[src/design/rfsc_pkg.sv]
/*
  Shared constants and types of the stream-mode codec.
  Assumes one 100 MHz clock and a carrier tick enable from the analog front end.
*/
`default_nettype none
package rfsc_pkg;
  // Register offsets
  localparam logic [5:0] ADDR_IO_CFG1 = 6'h00;
  localparam logic [5:0] ADDR_IO_CFG2 = 6'h01;
  localparam logic [5:0] ADDR_OP_CTRL = 6'h02;
  localparam logic [5:0] ADDR_MODE_SEL = 6'h03;
  localparam logic [5:0] ADDR_TYPEA = 6'h05;
  localparam logic [5:0] ADDR_STREAM = 6'h08;
  // Reset values
  localparam logic [7:0] IO_CFG1_RST = 8'h08;
  localparam logic [7:0] REG_RST = 8'h00;
  // Mode field of mode_select
  localparam int MODE_LSB = 3;
  localparam logic [4:0] MODE_SUBC = 5'h0e;
  localparam logic [4:0] MODE_BPSK = 5'h0f;
  // Fields of stream_options
  localparam int SCF_LSB = 5;
  localparam int SCP_LSB = 3;
  localparam int STX_LSB = 0;
  // Custom frame bits of typea_options
  localparam int TYPEA_CUST_LO = 6;
  localparam int TYPEA_CUST_HI = 7;
  // Timing: period bases and bit time in carrier cycles, rate code limits, quiet periods, last bit index
  localparam logic [9:0] SUBC_HALF_BASE = 10'h040;
  localparam logic [9:0] BPSK_HALF_BASE = 10'h010;
  localparam logic [1:0] SCP_MIN_SUBC = 2'h1;
  localparam logic [1:0] SCF_MAX_BPSK = 2'h2;
  localparam logic [7:0] TX_BIT_FC = 8'h80;
  localparam logic [3:0] QUIET_MAX = 4'h8;
  localparam logic [2:0] LAST_BIT = 3'h7;

  typedef struct packed {
    logic wr;
    logic rd;
    logic [5:0] addr;
    logic [7:0] wdata;
  } rfsc_regif_type;

  typedef struct packed {
    logic set_default;
    logic tx_crc;
    logic tx_nocrc;
  } rfsc_cmd_type;

  typedef enum logic [1:0] {
    RX_OFF = 2'b00,
    RX_HUNT = 2'b01,
    RX_DATA = 2'b10
  } rfsc_rx_state_type;

  typedef enum logic [1:0] {
    TX_IDLE = 2'b00,
    TX_LOAD = 2'b01,
    TX_SEND = 2'b10
  } rfsc_tx_state_type;
endpackage
`default_nettype wire

[src/design/rfsc_period_div.sv]
/*
  Programmable period divider counting carrier ticks.
  Assumes len is held stable while the divider runs and is at least one.
*/
`default_nettype none
module rfsc_period_div #(
  parameter int W = 10
) (
  input wire logic clk,
  input wire logic rst_n,
  input wire logic en,
  input wire logic restart,
  input wire logic [W-1:0] len,
  output logic tick
);
  logic [W-1:0] cnt_q;

  // Count enabled ticks, wrap at len
  always_ff @(posedge clk or negedge rst_n)
  begin
    if (!rst_n)
      cnt_q <= '0;
    else if (restart)
      cnt_q <= '0;
    else if (en)
      cnt_q <= tick ? '0 : cnt_q + 1'b1;
  end

  assign tick = en && !restart && (cnt_q == len - 1'b1);
endmodule
`default_nettype wire

[src/design/rfsc_bit_packer.sv]
/*
  Packs received bits into bytes, first bit at bit 0.
  Assumes flush never coincides with bit_valid.
*/
`default_nettype none
module rfsc_bit_packer (
  input wire logic clk,
  input wire logic rst_n,
  input wire logic bit_valid,
  input wire logic bit_in,
  input wire logic flush,
  output logic [7:0] byte_q,
  output logic valid_q,
  output logic [3:0] nbits_q
);
  import rfsc_pkg::*;
  logic [2:0] idx_q;
  logic [7:0] acc_q;

  // Place each bit at its index, emit full or flushed bytes
  always_ff @(posedge clk or negedge rst_n)
  begin
    if (!rst_n)
    begin
      idx_q <= '0;
      acc_q <= '0;
      byte_q <= '0;
      valid_q <= 1'b0;
      nbits_q <= '0;
    end
    else
    begin
      valid_q <= 1'b0;
      if (bit_valid)
      begin
        acc_q[idx_q] <= bit_in;
        idx_q <= idx_q + 1'b1;
        if (idx_q == LAST_BIT)
        begin
          byte_q <= {bit_in, acc_q[6:0]};
          valid_q <= 1'b1;
          nbits_q <= 4'h8;
          acc_q <= '0;
        end
      end
      else if (flush && idx_q != '0)
      begin
        byte_q <= acc_q;
        valid_q <= 1'b1;
        nbits_q <= {1'b0, idx_q};
        acc_q <= '0;
        idx_q <= '0;
      end
    end
  end

  chk_first_lsb: assert property (@(posedge clk) disable iff (!rst_n)
    bit_valid && idx_q == '0 |=> acc_q[0] == $past(bit_in) || valid_q)
    else $error("first bit not at lsb");
endmodule
`default_nettype wire

[src/design/rfsc_stream_codec.sv]
/*
  Stream-mode codec: on/off and phase receive framing, on/off keyed transmit,
  and the registers that configure it, reached by a plain register port.
  Assumes rx_sub and fc_tick are synchronous to mclk; fc_tick pulses once per
  carrier cycle; the FIFOs, command decoder and analog chain sit outside.
*/
`default_nettype none
module rfsc_stream_codec #(
  parameter int RPT_W = 10
) (
  input wire logic mclk,
  input wire logic rst_n,
  input wire logic fc_tick,
  input wire logic rx_sub,
  input wire logic rx_on,
  input wire rfsc_pkg::rfsc_regif_type reg_bus,
  output logic [7:0] reg_rdata_q,
  input wire rfsc_pkg::rfsc_cmd_type cmd,
  input wire logic [15:0] tx_nbits,
  input wire logic [7:0] tx_fifo_data,
  input wire logic tx_fifo_valid,
  output logic tx_fifo_pop_q,
  output logic [7:0] rx_fifo_data_q,
  output logic rx_fifo_wr_q,
  output logic [3:0] rx_fifo_nbits_q,
  output logic rx_start_q,
  output logic rx_end_q,
  output logic tx_mod_q,
  output logic tx_busy_q,
  output logic tx_crc_q,
  output logic typea_custom_q
);
  import rfsc_pkg::*;

  if (RPT_W < 10)
    $error("RPT_W too small for longest reporting period");

  logic rst_meta_q;
  logic rst_sync_n;
  logic [7:0] io_cfg1_q, io_cfg2_q, op_ctrl_q;
  logic [7:0] mode_sel_q, typea_q, stream_q;
  logic subc_mode, bpsk_mode, stream_mode;
  logic [1:0] scf, scp, scf_eff, scp_eff;
  logic [2:0] stx;
  logic [RPT_W-1:0] rpt_len;
  logic [7:0] bit_len;
  logic rpt_tick, bit_tick;
  logic rx_run, sub_prev_q, rise, present_q, present_now, ref_q;
  rfsc_rx_state_type rx_state_q, rx_state_d;
  logic [3:0] quiet_q, quiet_d;
  logic pk_valid, pk_bit, pk_flush, start_d, end_d;
  rfsc_tx_state_type tx_state_q;
  logic [15:0] tx_left_q;
  logic [2:0] tx_idx_q;
  logic [7:0] tx_byte_q;
  logic tx_go;

  // Reset release through two flops
  always_ff @(posedge mclk or negedge rst_n)
  begin
    if (!rst_n)
    begin
      rst_meta_q <= 1'b0;
      rst_sync_n <= 1'b0;
    end
    else
    begin
      rst_meta_q <= 1'b1;
      rst_sync_n <= rst_meta_q;
    end
  end

  // Hardware configuration registers, reset only at power-up
  always_ff @(posedge mclk or negedge rst_sync_n)
  begin
    if (!rst_sync_n)
    begin
      io_cfg1_q <= IO_CFG1_RST;
      io_cfg2_q <= REG_RST;
      op_ctrl_q <= REG_RST;
    end
    else if (reg_bus.wr)
    begin
      if (reg_bus.addr == ADDR_IO_CFG1)
        io_cfg1_q <= reg_bus.wdata;
      if (reg_bus.addr == ADDR_IO_CFG2)
        io_cfg2_q <= reg_bus.wdata;
      if (reg_bus.addr == ADDR_OP_CTRL)
        op_ctrl_q <= reg_bus.wdata;
    end
  end

  // Mode registers, also restored by set default
  always_ff @(posedge mclk or negedge rst_sync_n)
  begin
    if (!rst_sync_n)
    begin
      mode_sel_q <= REG_RST;
      typea_q <= REG_RST;
      stream_q <= REG_RST;
    end
    else if (cmd.set_default)
    begin
      mode_sel_q <= REG_RST;
      typea_q <= REG_RST;
      stream_q <= REG_RST;
    end
    else if (reg_bus.wr)
    begin
      if (reg_bus.addr == ADDR_MODE_SEL)
        mode_sel_q <= reg_bus.wdata;
      if (reg_bus.addr == ADDR_TYPEA)
        typea_q <= reg_bus.wdata;
      if (reg_bus.addr == ADDR_STREAM)
        stream_q <= reg_bus.wdata;
    end
  end

  // Registered read port, unmapped reads return zero
  always_ff @(posedge mclk or negedge rst_sync_n)
  begin
    if (!rst_sync_n)
      reg_rdata_q <= '0;
    else if (reg_bus.rd)
    begin
      case (reg_bus.addr)
        ADDR_IO_CFG1: reg_rdata_q <= io_cfg1_q;
        ADDR_IO_CFG2: reg_rdata_q <= io_cfg2_q;
        ADDR_OP_CTRL: reg_rdata_q <= op_ctrl_q;
        ADDR_MODE_SEL: reg_rdata_q <= mode_sel_q;
        ADDR_TYPEA: reg_rdata_q <= typea_q;
        ADDR_STREAM: reg_rdata_q <= stream_q;
        default: reg_rdata_q <= '0;
      endcase
    end
  end

  // Custom Type A frame enable
  always_ff @(posedge mclk or negedge rst_sync_n)
  begin
    if (!rst_sync_n)
      typea_custom_q <= 1'b0;
    else
      typea_custom_q <= typea_q[TYPEA_CUST_HI] && typea_q[TYPEA_CUST_LO];
  end

  // Mode decode and period lengths; analog setup is left to the host
  assign subc_mode = mode_sel_q[7:MODE_LSB] == MODE_SUBC;
  assign bpsk_mode = mode_sel_q[7:MODE_LSB] == MODE_BPSK;
  assign stream_mode = subc_mode || bpsk_mode;
  assign scf = stream_q[SCF_LSB+1:SCF_LSB];
  assign scp = stream_q[SCP_LSB+1:SCP_LSB];
  assign stx = stream_q[STX_LSB+2:STX_LSB];
  assign scf_eff = (bpsk_mode && scf > SCF_MAX_BPSK) ? SCF_MAX_BPSK : scf;
  assign scp_eff = (subc_mode && scp < SCP_MIN_SUBC) ? SCP_MIN_SUBC : scp;
  assign rpt_len = RPT_W'(((bpsk_mode ? BPSK_HALF_BASE : SUBC_HALF_BASE) >> scf_eff) << scp_eff);
  assign bit_len = (TX_BIT_FC >> stx) | {7'h00, stx == LAST_BIT};

  rfsc_period_div #(.W(RPT_W)) u_rpt_div (
    .clk(mclk),
    .rst_n(rst_sync_n),
    .en(fc_tick),
    .restart(!rx_run),
    .len(rpt_len),
    .tick(rpt_tick)
  );

  // Sub-carrier presence over one reporting period
  assign rx_run = rx_on && stream_mode;
  assign rise = fc_tick && rx_sub && !sub_prev_q;
  assign present_now = present_q || rise;

  always_ff @(posedge mclk or negedge rst_sync_n)
  begin
    if (!rst_sync_n)
    begin
      sub_prev_q <= 1'b0;
      present_q <= 1'b0;
    end
    else
    begin
      if (fc_tick)
        sub_prev_q <= rx_sub;
      present_q <= (rpt_tick || !rx_run) ? 1'b0 : present_now;
    end
  end

  // Receive framing decisions per reporting period
  always_comb
  begin
    rx_state_d = rx_state_q;
    quiet_d = quiet_q;
    pk_valid = 1'b0;
    pk_bit = 1'b0;
    pk_flush = 1'b0;
    start_d = 1'b0;
    end_d = 1'b0;
    case (rx_state_q)
      RX_OFF:
        if (rx_run)
          rx_state_d = RX_HUNT;
      RX_HUNT:
        if (rpt_tick && present_now)
        begin
          start_d = 1'b1;
          pk_valid = 1'b1;
          pk_bit = subc_mode;
          quiet_d = '0;
          rx_state_d = RX_DATA;
        end
      RX_DATA:
        if (rpt_tick)
        begin
          if (subc_mode)
          begin
            quiet_d = present_now ? '0 : quiet_q + 1'b1;
            if (!present_now && quiet_q == QUIET_MAX)
            begin
              end_d = 1'b1;
              pk_flush = 1'b1;
              rx_state_d = RX_HUNT;
            end
            else
            begin
              pk_valid = 1'b1;
              pk_bit = present_now;
            end
          end
          else if (present_now)
          begin
            pk_valid = 1'b1;
            pk_bit = rx_sub ^ ref_q;
          end
          else
          begin
            end_d = 1'b1;
            pk_flush = 1'b1;
            rx_state_d = RX_HUNT;
          end
        end
      default:
        rx_state_d = RX_OFF;
    endcase
    if (!rx_run)
    begin
      rx_state_d = RX_OFF;
      pk_valid = 1'b0;
      pk_flush = rx_state_q == RX_DATA;
    end
  end

  // Receive state, phase reference and event pulses
  always_ff @(posedge mclk or negedge rst_sync_n)
  begin
    if (!rst_sync_n)
    begin
      rx_state_q <= RX_OFF;
      quiet_q <= '0;
      ref_q <= 1'b0;
      rx_start_q <= 1'b0;
      rx_end_q <= 1'b0;
    end
    else
    begin
      rx_state_q <= rx_state_d;
      quiet_q <= quiet_d;
      rx_start_q <= start_d;
      rx_end_q <= end_d;
      if (start_d)
        ref_q <= rx_sub;
    end
  end

  rfsc_bit_packer u_packer (
    .clk(mclk),
    .rst_n(rst_sync_n),
    .bit_valid(pk_valid),
    .bit_in(pk_bit),
    .flush(pk_flush),
    .byte_q(rx_fifo_data_q),
    .valid_q(rx_fifo_wr_q),
    .nbits_q(rx_fifo_nbits_q)
  );

  rfsc_period_div #(.W(8)) u_bit_div (
    .clk(mclk),
    .rst_n(rst_sync_n),
    .en(fc_tick && tx_state_q == TX_SEND),
    .restart(tx_state_q != TX_SEND),
    .len(bit_len),
    .tick(bit_tick)
  );

  // Transmit sequencing: fetch byte, send bits LSB first
  assign tx_go = (cmd.tx_crc || cmd.tx_nocrc) && stream_mode && tx_nbits != '0;

  always_ff @(posedge mclk or negedge rst_sync_n)
  begin
    if (!rst_sync_n)
    begin
      tx_state_q <= TX_IDLE;
      tx_left_q <= '0;
      tx_idx_q <= '0;
      tx_byte_q <= '0;
      tx_fifo_pop_q <= 1'b0;
      tx_crc_q <= 1'b0;
    end
    else
    begin
      tx_fifo_pop_q <= 1'b0;
      case (tx_state_q)
        TX_IDLE:
          if (tx_go)
          begin
            tx_left_q <= tx_nbits;
            tx_idx_q <= '0;
            tx_crc_q <= cmd.tx_crc;
            tx_state_q <= TX_LOAD;
          end
        TX_LOAD:
          if (tx_fifo_valid && !tx_fifo_pop_q)
          begin
            tx_byte_q <= tx_fifo_data;
            tx_fifo_pop_q <= 1'b1;
            tx_state_q <= TX_SEND;
          end
        TX_SEND:
          if (bit_tick)
          begin
            if (tx_left_q == 16'h0001)
              tx_state_q <= TX_IDLE;
            else
            begin
              tx_left_q <= tx_left_q - 1'b1;
              tx_idx_q <= tx_idx_q + 1'b1;
              if (tx_idx_q == LAST_BIT)
                tx_state_q <= TX_LOAD;
            end
          end
        default:
          tx_state_q <= TX_IDLE;
      endcase
    end
  end

  // Modulator drive, held across byte fetches
  always_ff @(posedge mclk or negedge rst_sync_n)
  begin
    if (!rst_sync_n)
    begin
      tx_mod_q <= 1'b0;
      tx_busy_q <= 1'b0;
    end
    else
    begin
      tx_busy_q <= tx_state_q != TX_IDLE;
      if (tx_state_q == TX_SEND)
        tx_mod_q <= tx_byte_q[tx_idx_q];
      else if (tx_state_q == TX_IDLE)
        tx_mod_q <= 1'b0;
    end
  end

  chk_subc_range: assert property (@(posedge mclk) disable iff (!rst_sync_n)
    subc_mode |-> rpt_len >= 10'd16 && rpt_len <= 10'd512)
    else $error("on/off reporting period out of range");
  chk_bpsk_range: assert property (@(posedge mclk) disable iff (!rst_sync_n)
    bpsk_mode |-> rpt_len >= 10'd4 && rpt_len <= 10'd128)
    else $error("phase reporting period out of range");
  chk_rate_codes: assert property (@(posedge mclk) disable iff (!rst_sync_n)
    (subc_mode && scf == 2'h1 && scp == 2'h2 |-> rpt_len == 10'd128) and
    (bpsk_mode && scf == 2'h1 && scp == 2'h1 |-> rpt_len == 10'd16))
    else $error("rate code decode wrong");
  chk_start_write: assert property (@(posedge mclk) disable iff (!rst_sync_n)
    rx_run && rx_state_q == RX_HUNT && rpt_tick && present_now |=> rx_start_q && rx_state_q == RX_DATA)
    else $error("start not raised on first sub-carrier period");
  chk_subc_quiet_end: assert property (@(posedge mclk) disable iff (!rst_sync_n)
    rx_end_q && subc_mode && $past(rx_run) |-> $past(quiet_q) == QUIET_MAX)
    else $error("on/off end without nine quiet periods");
  chk_bpsk_end: assert property (@(posedge mclk) disable iff (!rst_sync_n)
    rx_run && bpsk_mode && rx_state_q == RX_DATA && rpt_tick && !present_now |=> rx_end_q)
    else $error("phase end missed");
  chk_bpsk_phase: assert property (@(posedge mclk) disable iff (!rst_sync_n)
    pk_valid && bpsk_mode && rx_state_q == RX_DATA |-> pk_bit == (rx_sub ^ ref_q))
    else $error("phase bit wrong");
  chk_tx_bit_time: assert property (@(posedge mclk) disable iff (!rst_sync_n)
    stx == 3'h0 |-> bit_len == 8'd128)
    else $error("bit time code 000b not 128");
  chk_tx_mod_bit: assert property (@(posedge mclk) disable iff (!rst_sync_n)
    tx_state_q == TX_SEND ##1 tx_state_q == TX_SEND |-> tx_mod_q == $past(tx_byte_q[tx_idx_q]))
    else $error("modulator does not follow bit");
  chk_tx_stop: assert property (@(posedge mclk) disable iff (!rst_sync_n)
    tx_state_q == TX_SEND && bit_tick && tx_left_q == 16'h0001 |=> ##1 !tx_mod_q && !tx_busy_q)
    else $error("transmit did not stop");
  chk_set_default: assert property (@(posedge mclk) disable iff (!rst_sync_n)
    cmd.set_default && !(reg_bus.wr && reg_bus.addr == ADDR_IO_CFG1) |=>
    mode_sel_q == REG_RST && io_cfg1_q == $past(io_cfg1_q))
    else $error("set default wrong");
  chk_typea_custom: assert property (@(posedge mclk) disable iff (!rst_sync_n)
    typea_q[7:6] == 2'b11 |=> typea_custom_q || $past(typea_q[7:6]) != 2'b11)
    else $error("custom frames not enabled");

  cov_subc_frame: cover property (@(posedge mclk) disable iff (!rst_sync_n) subc_mode && rx_end_q);
  cov_bpsk_frame: cover property (@(posedge mclk) disable iff (!rst_sync_n) bpsk_mode && rx_end_q);
  cov_rx_byte: cover property (@(posedge mclk) disable iff (!rst_sync_n) rx_fifo_wr_q);
  cov_tx_done: cover property (@(posedge mclk) disable iff (!rst_sync_n) $fell(tx_busy_q));
endmodule
`default_nettype wire

[config.mk]
export PLATFORM = sky130hd
export DESIGN_NAME = rfsc_stream_codec
export DESIGN_NICKNAME = d
export VERILOG_FILES = /design/src/design/rfsc_pkg.sv /design/src/design/rfsc_period_div.sv /design/src/design/rfsc_bit_packer.sv /design/src/design/rfsc_stream_codec.sv
export SDC_FILE = /design/constraint.sdc
export NUM_CORES = 1
export LEC_CHECK = 0
export BUFFER_PORTS_ARGS = -buffer_cell sky130_fd_sc_hd__buf_2
export CORE_MARGIN = 4
export CORE_UTILIZATION = 52
export DETAILED_ROUTE_END_ITERATION = 6
export PLACE_DENSITY = 0.72
export SLEW_MARGIN = 20
export SYNTH_ARGS = -nofsm -noshare
export SYNTH_HDL_FRONTEND = slang
export SYNTH_HIERARCHICAL = 1
export SYNTH_SLANG_ARGS = --single-unit
export TNS_END_PERCENT = 100
[constraint.sdc]
create_clock -name mclk -period 11.6 [get_ports mclk]
set_input_delay 3.48 -clock mclk [delete_from_list [all_inputs] [get_ports mclk]]
set_output_delay 3.48 -clock mclk [all_outputs]
set_load 0.1 [all_outputs]
# After elaboration in Yosys (flattened, before gate mapping)
# Index checks and enable logic that the tools add are counted.
# totals
latchBits	0
mem_bits_rw	0
elab_cells	226
mem_count	0
regBits	145
inputBits	49
out_inout_bits	28
mem_bits_ro	0
# op_classes
order_cmp	5
reduce_logical	54
n_addsub	8
mux	89
mul	0
eq_ne	33
div_mod_pow	0
bitwise	2
n_shift	3
# op_table
cell	count
two-way mux 8 bit	18
two-way mux 16 bit	3
one-hot mux 8 bit (6 select lines)	1
one-hot mux 16 bit (2 select lines)	1
two-way mux 10 bit	3
two-way mux 1 bit	28
two-way mux 4 bit	7
two-way mux 2 bit	13
logical AND 1 bit	18
AND reduction 2 bit	9
nonzero test 2 bit	9
== test 16 x 1 -> 1 bit (second input constant)	1
inequality test 2 bit (second input constant)	8
AND reduction 4 bit	4
nonzero test 16 bit	1
subtractor 16 x 1 -> 16 bit (second input constant)	1
two-way mux 3 bit	5
== test 6 x 2 -> 1 bit (second input constant)	2
one-hot mux 2 bit (3 select lines)	2
adder 10 x 1 -> 10 bit (second input constant)	1
== test 10 bit	1
== test 5 x 4 -> 1 bit (second input constant)	2
left shift 10 x 2 -> 10 bit	1
>> shifter 7 x 2 -> 10 bit	1
other kinds (36)	54

# Depth between registers and ports, before layout
# Gate-level depths: netlist of run 1.
# depth
ltp_word	14
depth_mapped	19
ltp_nobuf	16

# Modules after synthesis
# The synthesis of run 1 kept the hierarchy.
# by_module_without_submodules
module	seq_area_each_um2	instances	cells_per_inst	area_each_um2
rfsc_stream_codec	2578.7	1	544	5539.1
rfsc_bit_packer	600.6	1	92	1141.1
rfsc_period_div (u_rpt_div)	250.2	1	142	1124.8
rfsc_period_div (u_bit_div)	200.2	1	79	705.7

# Worst setup path before layout of run 1
# Ideal clock, no wire load.
# synth_timing
path_type	input-to-reg
from	in rx_on
to	reg u_packer.byte_q[2]
arrival_ps	5761
n_path_buf	2
slack_ps	5713
setup_time_ps	125
path_stages	10
path_cell_list	nand2_1 nand2b_1 nor4_1 nand3_1 a21oi_1 buf_4 nor2b_4 a21boi_4 buf_6 mux2_4
# synth_via
elab_chain_cells	9
word_cells_on_any_way	16
classes_between	eq/ne: 1; mux: 8; reduce/logical: 7
# synth_rtl
element	line	rtl
start, declared	rfsc_stream_codec.sv:15	input wire logic rx_on,
logical AND 1 bit *	rfsc_stream_codec.sv:169	assign rx_run = rx_on && stream_mode;
logical AND 1 bit * (2 in a row)	rfsc_period_div.sv:29	assign tick = en && !restart && (cnt_q == len - 1'b1);
net rpt_tick	rfsc_stream_codec.sv:47	logic rpt_tick, bit_tick;
logical AND 1 bit	rfsc_stream_codec.sv:203	if (rpt_tick && present_now)
two-way mux 1 bit	rfsc_stream_codec.sv:203	
one-hot mux 1 bit (2 select lines) *	rfsc_stream_codec.sv:198	case (rx_state_q)
two-way mux 1 bit *	rfsc_stream_codec.sv:244	if (!rx_run)
net pk_valid	rfsc_stream_codec.sv:51	logic pk_valid, pk_bit, pk_flush, start_d, end_d;
inequality test 2 x 1 -> 1 bit (no source line) or nonzero test 2 bit (tied branches)	n/a	
AND reduction 2 bit (no source line)	n/a	
end signal, assigned	rfsc_bit_packer.sv:40	byte_q <= {bit_in, acc_q[6:0]};
end signal, assigned	rfsc_bit_packer.sv:48	byte_q <= acc_q;
end, declared	rfsc_bit_packer.sv:12	output logic [7:0] byte_q,
# The timed path passes the listed nets; every way through them passes the cells marked *.
# A chain may end at the register's enable or synchronous reset.

# Worst setup path after layout of run 1
# layout_timing
from	in rx_on
to	reg u_packer.byte_q[7]
# Same word-level chain as after synthesis.

==> qor.yml, run 1 <==
status: "finished, final reports clean"
skew_ps: 8.96
rrSetupSlack_ps: 5960
syn_avg_cell_area_um2: 9.93
critical_path.max_fanout: 20
swShare: 0.234
wl_per_cell_um: 16.9
synth_top_area_frac: 0.423
yosys-top-cells-count: "dfrtp_1 (144), nand2_1 (64), nor2_1 (60)"
pwr-share-clk: 0.484
power.leakage_nw: 4.35
cts_tree: "yes"
period_needed_ps: 6240
cp-start-kind: "primary input"
slew_headroom: 0.302
hold_viol_final: 0
synth_enable_flop_cells: 0
root_buffer: "clkbuf_16"
io_pins: 77
setup-tns-final_ps: 0
hp-class: "flip-flop to asynchronous set/reset pin"
rsz0062_at_grt: "false"
num_antenna_cells: 0
grt_overflow: 0
p_int_w: 0.000872
syn2layout_area_growth_pct: 13.1
vias: 6788
initial_utilization: 0.534
slew_violations: 0
clk_latency_ps: 420
ctsHoldBuffers: 0
synth_most_common_cell: "dfrtp_1"
dp_slack_ps: 4600
routed_wirelength_um: 19400
synth_warnings: 6
place_congestion: 0.891
seq_area_frac_synth: 0.426
synthFlopType: "dfrtp_1"
power_density_nw_per_um2: 118
htree_levels: 4
clockBufferDepth: 2
io_buffers: 76
die_x_um: 136
setup_viol: 0
grt_pass1_vias: 6629
drive_gt1_frac: 0.224
placement_rows: 46
ys_types: 101
netlist_area_um2: 8510
synthArstFlopShare: 1.00
max_freq_mhz: 160
grt_pass1_wl_um: 33100
switchingPower_w: 0.000267
grt_usage: 0.220
cp.arrival_ps: 6540
fin_nets: 985
cp.required_ps: 11910
max_cap_violations: 0
post-cts-setup-buffer-count: 0
comb_power_share: 0.054
yosysTopAreaCell: "dfrtp_1"
numCtsBuffers: 17
postSynthCellCount: 857
ys_top_cells_by_area: "dfrtp_1 (42%), mux2_2 (6.6%), mux2i_1 (3.6%)"
first_iter_violations: 408
p_seq_frac: 0.463
end_kind: "flip-flop"
grt_max_degree: 78
dieArea_um2: 18500
antenna_found_initial: 0
ys_ff_latch: 145
core_um2: 15900
drc: 0
cts.sinks: 145
period_share: 0.538
worstMarginPinSlew_ps: 1050
vias_per_cell: 5.92
clk_pin_slew_worst_paths_ps: 60
ant_nets: 0
cts_resized: 0
irDropWorstVdd_v: 0.000101
chipHeight_um: 136
setup_slack_ps: 5360
dpl.hpwl_um: 13500
crit_type: "primary input to flip-flop"
drt-pass1-iter-count: 5
worst max-delay path: stages:
cell and delay (ps):
buf_2 90, nand2_1 360, nand2b_1 410, nor4_2 540, nand3_1 240, a21oi_1 180, buf_4 240, nor2b_4 70
a21boi_4 450, inv_2 150, mux2_4 320
layout by cell type (no fill, tap or decap), drive strengths merged, types with 4 or more instances in the layout:
cell type,n
and3,7
ha,18
a22o,7
mux2i,31
mux2,54
clkbuf,19
clkinvlp,5
a221oi,8
o31ai,5
nand4,7
or3,6
dfrtp,144
and2,5
nand3b,5
nor2,61
buf,82
xor2,15
nor3b,11
a32o,4
nor4,17
xnor2,7
o211a,6
and3b,5
nor3,33
inv,45
o22ai,32
o2111ai,4
nand2b,17
o211ai,10
nand2,65
nand3,32
a21oi,41
o21ai,43
nor2b,10
power groups by stage:
stage          logic (W)  registers (W)  clock network [W]
2_1_floorplan  0.0000346       0.000539                  0
3_3_place_gp   0.0000569       0.000538                  0
3_5_place_dp   0.0000576       0.000539                  0
4_1_cts        0.0000579       0.000529           0.000560
5_1_grt        0.0000688       0.000528           0.000584
6_report       0.0000612       0.000527           0.000550
flip-flops by register name, indices dropped and copies added (netlist names), 2 cells and up:
| signal | flops |
|---|---|
| u_packer/byte_q | 8 |
| io_cfg2_q | 8 |
| tx_left_q | 16 |
| u_rpt_div/cnt_q | 10 |
| quiet_q | 4 |
| reg_rdata_q | 8 |
| stream_q | 8 |
| tx_byte_q | 8 |
| mode_sel_q | 8 |
| rx_state_q | 2 |
| u_packer/acc_q | 8 |
| tx_idx_q | 3 |
| u_packer/idx_q | 3 |
| u_packer/nbits_q | 4 |
| op_ctrl_q | 8 |
| u_bit_div/cnt_q | 8 |
| io_cfg1_q | 8 |
| tx_state_q | 2 |
| typea_q | 8 |
logic make-up (layout without fill, tap and decap cells):
logic type      Yosys count  in the layout  synth area share
flops                   145            145             0.426
other cells               2              3          0.000882
mux                      88             88             0.118
buf+inv                  82            155            0.0420
simple gates            304            304             0.201
compound gates          196            196             0.163
xor+xnor                 22             22            0.0226
fa+ha+maj                18             18            0.0265
final timing paths:
check                         startpoint                 end  cells after the start
max in group asynchronous          rst_n          rst_sync_n                      1
min in group mclk             rst_meta_q          rst_sync_n                      0
setup reg to reg           mode_sel_q[7]  u_packer/byte_q[7]                     17
setup / recovery                   rx_on  u_packer/byte_q[7]                     11
hold reg to reg               rst_sync_n        tx_byte_q[1]                      0
hold / removal                rst_sync_n        tx_byte_q[1]                      0
metrics by stage:
step / cells / area, um2 / hold WS, ps / util / power [W]
after floorplan: 858 / 8510 / 331 / - / 0.000573
after global placement: 1114 / 9000 / 335 / 0.565 / 0.000595
after detailed placement: 1114 / 9000 / 338 / 0.565 / 0.000596
after CTS: 1146 / 9600 / 361 / 0.602 / 0.00115
after global routing: 1147 / 9620 / 350 / 0.604 / 0.00118
final: 1147 / 9620 / 302 / 0.604 / 0.00114
layer usage:
| layer | share of wire | global-route usage |
|---|---|---|
| met5 | 0 | 0 |
| met4 | 0.012 | 0.0577 |
| met3 | 0.047 | 0.0429 |
| met2 | 0.47 | 0.348 |
| met1 | 0.47 | 0.312 |
layout make-up:
cell class	count	area (um2)
Multi-Input combinational cell	631	4530
Clock buffer	19	443
Clock inverter	13	153
Fill cell	1362	6320
Tap cell	216	270
Sequential cell	145	3630
Timing Repair Buffer	82	438
Inverter	41	154
Note: power is estimated with default switching activity, not from simulation.
==> inputs of run 2 (changes only) <==
--- a/config.mk
+++ b/config.mk
@@ -9,7 +9,7 @@
 export CORE_MARGIN = 4
 export CORE_UTILIZATION = 52
 export DETAILED_ROUTE_END_ITERATION = 6
-export PLACE_DENSITY = 0.72
+export PLACE_DENSITY = 0.75
 export SLEW_MARGIN = 20
 export SYNTH_ARGS = -nofsm -noshare
 export SYNTH_HDL_FRONTEND = slang
==> constraint.sdc (replaced) <==
create_clock -name mclk -period 5.4 [get_ports mclk]
set_input_delay 1.62 -clock mclk [delete_from_list [all_inputs] [get_ports mclk]]
set_output_delay 1.62 -clock mclk [all_outputs]
set_load 0.1 [all_outputs]
==> qor.yml, run 2 (synthesis gave the netlist of run 1 again) <==
period_needed_ps: 5050
grt_overflow: 0
cp.arrival_ps: 5350
p_int_w: 0.00191
cts.sinks: 145
rsz0062_at_grt: "false"
clockBufferDepth: 2
root_buffer: "clkbuf_16"
clk_latency_ps: 420
swShare: 0.240
cp.required_ps: 5710
routed_wirelength_um: 19300
first_iter_violations: 395
power_density_nw_per_um2: 260
power.leakage_nw: 4.38
seq_area_um2: 3630
regMostFlops: "tx_left_q"
comb_power_share: 0.052
critical_path.max_fanout: 19
cp-start-kind: "flip-flop"
drc: 0
chipHeight_um: 136
final_common_cell: "dfrtp_1"
grt_usage: 0.218
io_buffers: 76
total_power_w: 0.00252
final_cell_mix: "dfrtp_1 (143), buf_2 (76), nand2_1 (64), nor2_1 (60), mux2_2 (50)"
dpl_cell_area_um2: 9030
grt_pass1_vias: 6659
slew_headroom: 0.344
core_um2: 15900
grt_max_degree: 61
post-cts-setup-buffer-count: 0
setup-tns-final_ps: 0
fin_nets: 988
crit_type: "flip-flop to flip-flop"
switchingPower_w: 0.000604
hold_viol_final: 0
ant_nets: 0
max_cap_violations: 0
crit_chain: "and4b_2 > nand2_1 > nand2_1 > o21ai_0 > mux4_2 > nor4_2 > and3_1 > o21ai_1 > a22o_1 > nor4_1 > buf_4 > nand3_1 > a21oi_1 > buf_4 > nor2b_4 > a21boi_4 > inv_2 > mux2_4"
dpl.hpwl_um: 13400
max_freq_mhz: 198
io_pins: 77
multi_input_area_um2: 4530
initial_utilization: 0.534
vias_per_cell: 5.92
setup_viol: 0
end_kind: "flip-flop"
vias: 6805
die_x_um: 136
antenna_found_initial: 0
numCtsBuffers: 17
dieArea_um2: 18500
skew_ps: 11.3
ctsHoldBuffers: 0
largest_register_ffs: 16
period_share: 0.935
status: "finished, final reports clean"
syn2layout_area_growth_pct: 13.5
clk_pin_slew_worst_paths_ps: 70
wl_per_cell_um: 16.8
p_seq_frac: 0.450
grt_pass1_wl_um: 32700
biggestRegsByFlops: "tx_left_q: 16 flops, u_rpt_div/cnt_q: 10 flops"
cts_tree: "yes"
max_stage_delay_ps: 510
worst_path_max_delay_cell: "mux4_2"
irDropWorstVdd_v: 0.000254
placement_rows: 46
num-fill-cells: 1366
num_antenna_cells: 0
slew_violations: 0
hp-class: "flip-flop to asynchronous set/reset pin"
worstMarginPinSlew_ps: 984
drt-pass1-iter-count: 5
htree_levels: 4
drive_gt1_frac: 0.228
place_congestion: 0.879
pwr-share-clk: 0.498
finalInstanceArea_um2: 9660
run 2: cell count changes in the layout (fill, tap and decap cells not counted):
cell	change
clkbuf_1	-1
clkbuf_8	-1
and4b_2	+1
buf_4	+4
buf_12	-1
nor4_1	+1
and4b_1	-1
bufinv_16	+1
inv_6	+3
clkinv_8	+1
nor4_2	-1
clkinvlp_4	-2
inv_8	-1
run 2: stage by stage:
stage	cells	hold WS, ps	util	worst slack, ps
finish	1150	333	0.606	352
global route	1150	373	0.606	35.4
CTS	1150	357	0.606	273
detailed placement	1118	344	0.567	368
global placement	1118	335	0.567	409
floorplan	858	331	-	707
run 2: area by class of cell:
cell class,instances,share of cell area
clock inverters,15,0.0206
flip-flops and latches,145,0.376
clock buffers,17,0.0440
multi-input cells,631,0.469
well taps,216,0.0280
inverters,41,0.0159
repair buffers,85,0.0464
run 2: final timing paths:
check | startpoint | to | slack (ps) | cells after the start
max in group asynchronous | rst_sync_n | stream_q[5] | 3860 | 1
worst min register to register | rst_sync_n | quiet_q[1] | 330 | 0
worst min-delay path | rst_sync_n | quiet_q[1] | 330 | 0
worst max-delay path | mode_sel_q[7] | u_packer/byte_q[7] | 350 | 18
min in group mclk | rst_meta_q | rst_sync_n | 350 | 0
worst max register to register | mode_sel_q[7] | u_packer/byte_q[7] | 350 | 18
run 2: power groups by stage:
stage | clock network (W) | logic (W) | registers (W)
global placement | 0 | 0.000127 | 0.00115
global route | 0.00132 | 0.000146 | 0.00114
floorplan | 0 | 0.0000744 | 0.00116
CTS | 0.00127 | 0.000130 | 0.00113
detailed placement | 0 | 0.000130 | 0.00115
finish | 0.00125 | 0.000130 | 0.00113
run 2: routing by layer:
layer	global-route usage	vias to the layer above	share of wire
met5	0	-	0
met4	0.0778	0	0.019
met3	0.0415	33	0.052
met2	0.348	208	0.47
met1	0.299	3281	0.46
li1	-	3283	-
run 2: what timing repair did:
item | 4_1_cts | 5_1_grt
hold endpoints to repair | 0 | 0
resized for setup | 0 | 1
endpoints found under the setup margin | 0 | 5
run 2: worst max-delay path, delay by kind of cell, from the launching register on:
family / cells / cell delay, ps
buffers and inverters: 3 / 610
multiplexers: 2 / 840
AND/OR/NAND/NOR: 8 / 1920
flip-flops: 1 / 390
AO/OA/AOI/OAI: 5 / 1170
==> inputs of run 3 (changes only) <==
--- a/config.mk
+++ b/config.mk
@@ -5,11 +5,12 @@
 export SDC_FILE = /design/constraint.sdc
 export NUM_CORES = 1
 export LEC_CHECK = 0
-export BUFFER_PORTS_ARGS = -buffer_cell sky130_fd_sc_hd__buf_2
 export CORE_MARGIN = 4
 export CORE_UTILIZATION = 52
 export DETAILED_ROUTE_END_ITERATION = 6
-export PLACE_DENSITY = 0.75
+export DONT_BUFFER_PORTS = 1
+export PLACE_DENSITY = 0.71
+export SETUP_SLACK_MARGIN = 0.3
 export SLEW_MARGIN = 20
 export SYNTH_ARGS = -nofsm -noshare
 export SYNTH_HDL_FRONTEND = slang
==> qor.yml, run 3 (synthesis gave the netlist of run 1 again) <==
comb_power_share: 0.037
irDropWorstVdd_v: 0.000225
slew_headroom: 0.364
setup_viol: 0
numCtsBuffers: 17
largest_register_ffs: 16
cp-start-kind: "flip-flop"
cts.sinks: 145
core_um2: 15900
hp-class: "flip-flop to asynchronous set/reset pin"
critical_path.max_fanout: 19
crit_type: "flip-flop to flip-flop"
dp_slack_ps: 299
r2r.worst_path.cells: 19
dieArea_um2: 18500
placed_cells: 1041
power_density_nw_per_um2: 258
num-fill-cells: 1377
regMostFlops: "tx_left_q"
power.leakage_nw: 4.04
p_int_w: 0.00185
num_antenna_cells: 0
die_x_um: 136
end_kind: "flip-flop"
reg2reg_from: "mode_sel_q[7]"
swShare: 0.228
final_cell_mix: "dfrtp_1 (143), nand2_1 (64), nor2_1 (59), mux2_2 (50)"
dpl.hpwl_um: 13300
grt_pass1_wl_um: 31900
ant_nets: 0
syn2layout_area_growth_pct: 9.23
first_iter_violations: 476
period_needed_ps: 4710
clk_latency_ps: 420
chipHeight_um: 136
htree_levels: 4
drc: 0
grt_pass1_vias: 6252
grt_overflow: 0
rsz0062_at_grt: "false"
vias_per_cell: 6.15
skew_ps: 8.17
utilization: 0.583
root_buffer: "clkbuf_16"
cp.required_ps: 5700
period_share: 0.872
hold_viol_final: 0
switchingPower_w: 0.000546
antenna_found_initial: 0
grt_max_degree: 56
clockBufferDepth: 2
setup_slack_ps: 693
biggestRegsByFlops: "tx_left_q: 16 flops, u_rpt_div/cnt_q: 10 flops"
ctsHoldBuffers: 0
drive_gt1_frac: 0.165
status: "finished, final reports clean"
cp.arrival_ps: 5010
crit_start: "mode_sel_q[7]"
setup.worst_path.end: "u_packer/byte_q[3]"
vias: 6626
r2r-end: "u_packer/byte_q[3]"
fin_nets: 915
clk_pin_slew_worst_paths_ps: 60
setup-tns-final_ps: 0
max_freq_mhz: 212
place_congestion: 0.876
final_common_cell: "dfrtp_1"
max_cap_violations: 0
io_buffers: 0
pwr-share-clk: 0.490
drt-pass1-iter-count: 5
slew_violations: 0
initial_utilization: 0.534
worstMarginPinSlew_ps: 954
p_seq_frac: 0.472
io_pins: 77
total_power_w: 0.00240
cts_tree: "yes"
placement_rows: 46
routed_wirelength_um: 19200
wl_per_cell_um: 17.9
grt_usage: 0.213
rrSetupSlack_ps: 690
finalNonFillerCells: 1077
-- run 3: power by group through the flow --
stage / registers, W / clock network (W) / logic [W]
2_1_floorplan: 0.00116 / 0 / 0.0000744
3_3_place_gp: 0.00115 / 0 / 0.0000877
3_5_place_dp: 0.00115 / 0 / 0.0000893
4_1_cts: 0.00113 / 0.00120 / 0.0000896
5_1_grt: 0.00114 / 0.00125 / 0.000102
6_report: 0.00113 / 0.00118 / 0.0000898
-- run 3: cell type report --
| class | count | area [um2] | share of cell area |
|---|---|---|---|
| Clock inverter | 12 | 135 | 0.0145 |
| Timing Repair Buffer | 12 | 103 | 0.0110 |
| Tap cell | 216 | 270 | 0.0291 |
| Multi-Input combinational cell | 631 | 4550 | 0.490 |
| Clock buffer | 20 | 447 | 0.0480 |
| Sequential cell | 145 | 3630 | 0.391 |
| Inverter | 41 | 154 | 0.0166 |
-- run 3: routing by layer --
metal,global-route usage,vias up,routed length (um)
met4,0.0633,0,274
met2,0.334,233,8910
met5,0,-,0
met3,0.0522,23,1340
li1,-,3149,-
met1,0.296,3221,8720
-- run 3: what timing repair did --
| action | 4_1_cts | 5_1_grt |
|---|---|---|
| gates resized for setup | 0 | 6 |
| setup buffers | 0 | 4 |
| setup endpoints to repair | 0 | 20 |
-- run 3: critical path, cell delays in order, from the launching register on --
cell and delay (ps):
dfrtp_1 400, and4b_2 450, nand2_1 220, nand2_1 110, o21ai_0 80, mux4_2 520, or4_4 440, nor4_1 280
a211o_1 200, nor2_1 90, nor4_2 280, buf_4 190, nand3_1 130, a21oi_1 170, buf_4 240, nand2_1 80
a21boi_4 150, buf_12 140, buf_4 140, mux2_4 290
-- run 3: worst min-delay path by stage --
| stage | endpoint | cells past startpoint | slack [ps] |
|---|---|---|---|
| after floorplan | rst_sync_n | 0 | 330 |
| after global placement | rst_sync_n | 0 | 330 |
| after detailed placement | rst_sync_n | 0 | 360 |
| after CTS | rst_sync_n | 0 | 370 |
| after global routing | rst_sync_n | 0 | 380 |
| final | u_packer/acc_q[6] | 0 | 370 |
-- run 3: through the flow --
step	hold WS, ps	cell area [um2]
after floorplan	331	8510
after global placement	334	8640
after CTS	370	9230
after detailed placement	356	8640
final	367	9300
after global routing	377	9300
